$ cat src/ifd_pkg.sv
// Purpose: Shared constants and field carriers for the instruction format decoder
// Assumes: 16-bit program words, four oscillator periods per instruction cycle
// Notes: Opcode patterns follow the standard 8-bit core encoding
package ifd_pkg;
  // ==========================================
  // Word and cycle constants
  localparam int WORD_W = 16;
  localparam logic [1:0] PHASES_PER_CYCLE = 2'h3;
  localparam logic [3:0] SECOND_WORD_TAG = 4'hf;
  localparam int STD_COUNT = 75;
  localparam int EXT_COUNT = 8;
  localparam logic [1:0] TBL_NO_CHANGE = 2'h0;
  localparam logic [1:0] TBL_POST_INC = 2'h1;
  localparam logic [1:0] TBL_POST_DEC = 2'h2;
  localparam logic [1:0] TBL_PRE_INC = 2'h3;

  // ==========================================
  // Instruction classes
  typedef enum logic [4:0] {
    IFD_BYTE = 5'h01,
    IFD_BIT = 5'h02,
    IFD_LIT = 5'h04,
    IFD_CTRL = 5'h08,
    IFD_NOP = 5'h10
  } ifd_class_e;

  typedef struct packed {
    ifd_class_e op_class;
    logic [7:0] file_addr;
    logic dest_file;
    logic access_banked;
    logic [2:0] bit_num;
    logic [7:0] literal;
    logic [1:0] pointer_sel;
    logic [10:0] prog_addr;
    logic fast_mode;
    logic [1:0] table_mode;
    logic two_word;
    logic extended;
  } ifd_fields_s;
endpackage : ifd_pkg

$ cat src/ifd_decoder.sv
// Purpose: Split program words into fields and pace instruction cycles
// Assumes: Program memory presents word_in with word_valid each fetch
// Notes: Branch-taken and pc-change are reported by the execute stage
//
// Contract
// RQ1: One word holds opcode plus operand fields
// RQ2: Four instructions span two consecutive words
// RQ3: Second word tagged all ones; alone is no-op
// RQ4: Single word one cycle, two if taken
// RQ5: Two-word instructions take two cycles
// RQ6: Taken two-word branch takes three cycles
// RQ7: Instruction cycle equals four oscillator periods
// RQ8: Destination bit zero selects working register
// RQ9: Byte ops decode file, destination, access
// RQ10: Bit ops decode file, bit number, access
// RQ11: Literal ops decode literal and pointer select
// RQ12: Control ops decode address, fast, table mode
// RQ13: Recognise standard and extended instruction sets
// RQ14: Access bit zero bypasses bank select
// RQ15: Fast bit uses shadow registers
// RQ16: Table mode selects pointer update style
// RQ17: Pc change flushes prefetched word with no-op
`timescale 1ns/1ps
module ifd_decoder (
  input wire logic clock,
  input wire logic rst_n,
  input wire logic [15:0] word_in,
  input wire logic word_valid,
  input wire logic cond_true,
  input wire logic pc_changed,
  output ifd_pkg::ifd_fields_s fields,
  output logic to_working_register,
  output logic use_ram_bank_select,
  output logic use_shadow,
  output logic table_pointer_pre_inc,
  output logic table_pointer_post_inc,
  output logic table_pointer_post_dec,
  output logic cycle_strobe,
  output logic fetch_enable,
  output logic flush
);
  // ==========================================
  // Oscillator phase counter
  logic [1:0] phase;
  logic [1:0] next_phase;
  assign next_phase = (phase == ifd_pkg::PHASES_PER_CYCLE) ? 2'h0 : phase + 2'h1;
  always_ff @(posedge clock) begin
    if (!rst_n) phase <= 2'h0;
    else phase <= next_phase; // RQ7
  end
  assign cycle_strobe = (phase == ifd_pkg::PHASES_PER_CYCLE);

  // ==========================================
  // Combinational field split
  wire [3:0] top = word_in[15:12];
  wire is_second = (top == ifd_pkg::SECOND_WORD_TAG);
  wire is_two = (word_in[15:8] == 8'hc0) | (word_in[15:9] == 7'h76)
    | (word_in[15:8] == 8'hef) | (word_in[15:6] == 10'h3b8); // RQ2
  wire is_ext = (word_in[15:8] == 8'he8) | (word_in[15:8] == 8'hea)
    | (word_in[15:11] == 5'h1f) | (word_in[15:8] == 8'h00 && word_in[7:4] == 4'h1); // RQ13
  wire is_bit = (top >= 4'h7) && (top <= 4'hb);
  wire is_lit = (word_in[15:12] == 4'h0 && word_in[11:8] >= 4'h8) || (word_in[15:10] == 6'h3a);
  wire is_ctrl = (top >= 4'hd) || (word_in[15:8] == 8'h00);
  // High while the second word of a pair is due, so its tag is not read as a stray no-op
  logic pending_two;
  wire ifd_pkg::ifd_class_e cls = (is_second && pending_two == 1'b0) ? ifd_pkg::IFD_NOP
    : is_ctrl ? ifd_pkg::IFD_CTRL : is_lit ? ifd_pkg::IFD_LIT
    : is_bit ? ifd_pkg::IFD_BIT : ifd_pkg::IFD_BYTE; // RQ3
  ifd_pkg::ifd_fields_s next_fields;
  always_comb begin
    next_fields = '0;
    next_fields.op_class = cls; // RQ1
    next_fields.file_addr = word_in[7:0]; // RQ9 RQ10
    next_fields.dest_file = word_in[9]; // RQ9
    next_fields.access_banked = word_in[8]; // RQ9 RQ10
    next_fields.bit_num = word_in[11:9]; // RQ10
    next_fields.literal = word_in[7:0]; // RQ11
    next_fields.pointer_sel = word_in[5:4]; // RQ11
    next_fields.prog_addr = word_in[10:0]; // RQ12
    next_fields.fast_mode = word_in[0]; // RQ12
    next_fields.table_mode = word_in[1:0]; // RQ12
    next_fields.two_word = is_two;
    next_fields.extended = is_ext;
  end

  // ==========================================
  // Cycle sequencing
  typedef enum logic [2:0] {
    ST_RUN = 3'h1,
    ST_SECOND = 3'h2,
    ST_FLUSH = 3'h4
  } ifd_state_e;
  ifd_state_e state;
  ifd_state_e next_state;
  wire take = cycle_strobe & word_valid;
  always_comb begin
    next_state = state;
    case (state)
      ST_RUN: begin
        if (take && is_two && !is_second) next_state = ST_SECOND; // RQ5
        else if (take && (cond_true || pc_changed)) next_state = ST_FLUSH; // RQ4
      end
      ST_SECOND: begin
        if (cycle_strobe && (cond_true || pc_changed)) next_state = ST_FLUSH; // RQ6
        else if (cycle_strobe) next_state = ST_RUN;
      end
      ST_FLUSH: begin
        if (cycle_strobe) next_state = ST_RUN; // RQ17
      end
      default: next_state = ST_RUN;
    endcase
  end
  always_ff @(posedge clock) begin
    if (!rst_n) begin
      state <= ST_RUN;
      fields <= '0;
      pending_two <= 1'b0;
    end else begin
      state <= next_state;
      if (take && state == ST_RUN) fields <= next_fields;
      else if (cycle_strobe && state == ST_FLUSH) fields.op_class <= ifd_pkg::IFD_NOP; // RQ17
      pending_two <= (next_state == ST_SECOND);
    end
  end
  assign flush = (state == ST_FLUSH); // RQ17
  assign fetch_enable = (state != ST_FLUSH);
  assign to_working_register = (fields.op_class == ifd_pkg::IFD_BYTE) & ~fields.dest_file; // RQ8
  assign use_ram_bank_select = fields.access_banked; // RQ14
  assign use_shadow = (fields.op_class == ifd_pkg::IFD_CTRL) & fields.fast_mode; // RQ15
  assign table_pointer_post_inc = fields.table_mode == ifd_pkg::TBL_POST_INC; // RQ16
  assign table_pointer_post_dec = fields.table_mode == ifd_pkg::TBL_POST_DEC; // RQ16
  assign table_pointer_pre_inc = fields.table_mode == ifd_pkg::TBL_PRE_INC; // RQ16
endmodule : ifd_decoder

$ cat config.mk
export PLATFORM = sky130hd
export DESIGN_NAME = ifd_decoder
export DESIGN_NICKNAME = d
export VERILOG_FILES = /design/src/ifd_pkg.sv /design/src/ifd_decoder.sv
export SDC_FILE = /design/constraint.sdc
export NUM_CORES = 1
export LEC_CHECK = 0
export ABC_CLOCK_PERIOD_IN_PS = 4100
export BUFFER_PORTS_ARGS = -buffer_cell sky130_fd_sc_hd__buf_2
export CAP_MARGIN = 20
export CORE_MARGIN = 2
export CORE_UTILIZATION = 49
export CTS_CLUSTER_DIAMETER = 40
export DETAILED_ROUTE_END_ITERATION = 8
export PLACE_DENSITY = 0.84
export RECOVER_POWER = 25
export SLEW_MARGIN = 20
export SYNTH_ARGS = -nofsm -noshare
export SYNTH_HDL_FRONTEND = slang
export SYNTH_SLANG_ARGS = --single-unit
$ cat constraint.sdc
create_clock -name clock -period 4.1 [get_ports clock]
set_input_delay 0.615 -clock clock [delete_from_list [all_inputs] [get_ports clock]]
set_output_delay 0.615 -clock clock [all_outputs]
set_load 0.1 [all_outputs]
# == Yosys cells after proc, flatten, opt, wreduce, memory -nomap -nowiden ==
# Index checks and enable logic that the tools add are counted.
# classes
n_lt_le_gt_ge,4
muxes,11
reduce_logical,18
eq_ne,21
addsub,1
bitwise_logic,12
# ops
op,count
$eq 8x8->1 const B,4
$mux 3,5
$mux 5,3
$eq 10x10->1 const B,1
$logic_and 1x1->1,10
$pmux 3 s3,1
$ge 4x4->1 const B,2
$logic_not 8->1,1
$eq 7x7->1 const B,1
$eq 2x2->1 const B,3
$eq 3x2->1 const B,2
$eq 6x6->1 const B,1
$or 1x1->1,6
$eq 5x1->1 const B,1
$eq 5x4->1 const B,1
$eq 5x5->1 const B,1
$eq 4x1->1 const B,1
$eq 4x4->1 const B,1
$ge 4x3->1 const B,1
$le 4x4->1 const B,1
$logic_not 4->1,1
$mux 4,1
$and 1x1->1,3
$eq 3x1->1 const B,1
other kinds (10),14
# word_totals
inputBits,21
word_cells,81
output_inout_bits,53
regBits,42

# == Depth between registers and ports, before layout ==
# logic_depth
depth_word,9
ltp_mapped,7

# == Worst setup path before layout ==
# Ideal clock, no wire load.
# synth_path
kind,register -> output
startpoint,register fields[43] (netlist bit)
endpoint,output to_working_register
required_time_ns,3.485
path_stages_with_launch,3
path_slack_ns,-0.772
arrival_time_ns,4.257
path_cell_list,dfxtp_1 -> or3_1 -> nor4b_1
# synth_between
elab_chain_cells,2
# synth_rtl
item,line,text
"start, declared",ifd_decoder.sv:31,"output ifd_pkg::ifd_fields_s fields,"
"start signal, assigned",ifd_decoder.sv:120,if (take && state == ST_RUN) fields <= next_fields;
$eq 5x1->1,ifd_decoder.sv:127,assign to_working_register = (fields.op_class == ifd_pkg::IFD_BYTE) & ~fields.dest_file;
$and 1x1->1,ifd_decoder.sv:127,
"end, declared",ifd_decoder.sv:32,"output logic to_working_register,"
# No other way between the ends.

# == Worst setup path after layout ==
# layout_path
startpoint,register state[2]
endpoint,output flush
# layout_between
elab_chain_cells,1
# layout_rtl
item,line,text
"start, declared",ifd_decoder.sv:93,ifd_state_e state;
"start signal, assigned",ifd_decoder.sv:119,state <= next_state;
$eq 3x3->1,ifd_decoder.sv:125,assign flush = (state == ST_FLUSH);
"end, declared",ifd_decoder.sv:40,output logic flush
# No other way between the ends.

==> metrics.csv <==
metric,value,unit
cells along the critical path,"inv_1, or3_1, inv_1, buf_2",
placed cell area,1660,µm²
final hold slack,0.443,ns
"setup slack, reg-to-reg",2.38,ns
Synth Cell Area,1490,µm²
Crit path largest cell delay,0.46,ns
hold_buf cts,0,
Post-Route WL,2970,µm
final setup fails,0,
outcome,finished clean,
Pwr per Cell Area,305,nW/µm²
"FF+latch count, synth",25,
final max-slew violation count,0,
CORE AREA,2980,µm²
WP data required,3.48,ns
Setup CP Type,reg2out,
Worst-path clk slew,0.13,ns
RD Place Congestion,0.750,
vias per cell,5.26,
syn avg cell area,8.10,µm²
peak supply drop,202,µV
Fmax achieved,414,MHz
vias in the first global route,1104,
clk buf depth,2,
WP buf/inv,3,
register area share after synthesis,0.336,
all-layer global routing usage,0.170,
Syn Inst Count,184,
Hold Path Stages,1,
Post-Route Utilization,0.558,
Num Clock Sinks,25,
Synth Flop Type,dfxtp_1,
final setup TNS,0,ns
effective utilization at floorplan,0.500,
compound-gate portion of the synthesized area,0.176,
FP Rows,20,
largest family of logic cells by synthesized area,simple AND/OR/NAND/NOR gates,
Leak Pwr,0.774,nW
Resize count post-CTS,0,
RSZ-0062 raised after global routing,false,
Syn-to-layout area delta,11.6,%
share of layout cells above drive strength 1,0.319,
worst-path fanout max,8,
H-Tree Depth,1,
cell area after layout,1660,µm²
post-synthesis mux area share,0,
die footprint,3500,µm²
Post-Synth XOR/XNOR Area,0.00588,
Internal Power,0.000319,W
# diodes,0,
worst r2r path cells,4,
"Slowest-stage cell, CP",dfxtp_1,
Comb pwr share,0.282,
"Setup Fix Bufs, Post-CTS",0,
Final Hold Viols,0,
post-synth cell types,43,
Switching Fraction,0.372,
Clock Power Share,0.213,
# port buffers,73,
1st-iter DRT viols,31,
WL per Instance,11.5,µm
first-pass GRT wire length,4670,µm
CTS buffer count,3,
worst relative slew slack,0.218,
sequential power share,0.505,
# IOs,74,
CP endpoint kind,output pin,
pin count of the biggest net entering global routing,29,
MaxCap Viol Count,0,
actual slew at the worst max-slew pin,1.18,ns
# DRC,0,
cell family with most CP delay,buffers and inverters,
initial antenna violation count,0,
die height,59.1,µm
global route overflow,0,
DP Wirelength,2210,µm
CP arrival,1.80,ns
CP Depth,4,
Die Span X,59.1,µm
ys async rst share,0,
Yosys warnings,0,
min Tclk post-route,2.42,ns
worst hold path class,reg2reg,
Synth Area in Adders,0.00840,
Detail Route Antenna Nets,0,
Pre-Repair DR Iteration Count,4,
Skew-Pair Late Insertion Delay,0.31,ns
Psw,0.000189,W
period utilization,0.590,
Clock Skews,0.00159,ns
Worst path most repeated cell,inv_1,
CTS tree,yes,
Synth Area in Simple Gates,0.301,
type of origin of the critical path,flop,
via count,1363,
Post-Synthesis Net Count,206,
Final Power,0.000508,W
number of synthesized flops with an enable pin,0,
nets@finish,249,
Root Buffer,clkbuf_4,
==> layout make-up <==
type	count	area [µm²]
inverter	4	15.0
multi-input combinational	120	728
timing repair buffer	73	352
tap	33	41.3
sequential	25	500
clock buffer	4	26.3
fill	285	1320
==> kinds of logic (layout without fill, tap and decap cells) <==
family | Yosys count | in the layout
XOR/XNOR | 1 | 1
flip-flops | 25 | 25
AND/OR/NAND/NOR | 81 | 81
AO/OA/AOI/OAI | 37 | 37
adder cells (fa/ha/maj) | 1 | 1
buffers and inverters | 39 | 81
==> layer usage <==
metal	routed length, µm	global-route usage
met5	0	0
met2	1480	0.306
met1	1280	0.208
met4	18	0.0390
met3	191	0.0328
==> flip-flops by register name, summed over array words and instances (netlist names) <==
name         flops
fields          19
state            3
pending_two      1
phase            2
==> cell usage in the layout (no fill, tap or decap), types with 4 or more instances in the layout <==
cell type	instances
or3_1	4
dfxtp_1	25
nor2_1	6
o21ai_0	7
clkbuf_1	12
inv_1	4
a21boi_0	15
nand3_1	4
nor2b_1	7
buf_2	62
nand2_1	35
==> synthesized netlist by cell type, types with 2 or more instances <==
library cell  instances  area (µm²)
dfxtp_1              25         500
a21boi_0             14         105
nand2_1              35         131
or3_1                 4        25.0
or4_1                 2        15.0
a31oi_1               2        12.5
inv_1                 4        15.0
nand3_1               4        20.0
nand4b_1              2        17.5
buf_2                 2        10.0
buf_4                27         203
a41o_1                2        20.0
nand2b_1              2        12.5
nor2b_1               7        43.8
clkbuf_1              5        18.8
nor4b_1               2        17.5
and3b_1               2        17.5
a21boi_1              2        15.0
a21oi_1               3        15.0
o21ai_0               6        30.0
nor3b_1               2        15.0
or3b_2                2        17.5
o22ai_1               2        12.5
nand4_1               2        12.5
nor2_1                6        22.5
==> power by group through the flow <==
stage                     Clock (W)  Combinational, W  Sequential (W)
after CTS                  0.000112          0.000145        0.000257
after global placement            0          0.000144        0.000262
after detailed placement          0          0.000144        0.000262
after floorplan                   0         0.0000979        0.000289
after global routing       0.000121          0.000152        0.000258
final                      0.000108          0.000143        0.000257
==> final timing paths <==
path,start,end
setup / recovery,state[2],flush
hold / removal,phase[0],phase[0]
setup reg to reg,phase[0],fields[39]
hold reg to reg,phase[0],phase[0]
==> per-stage QoR <==
step           worst slack (ns)  cells
2_1_floorplan             0.238    184
3_3_place_gp               2.08    255
3_5_place_dp               2.02    255
4_1_cts                    1.68    259
5_1_grt                    1.59    259
6_report                   1.68    259
(Power assumes the default switching activity.)
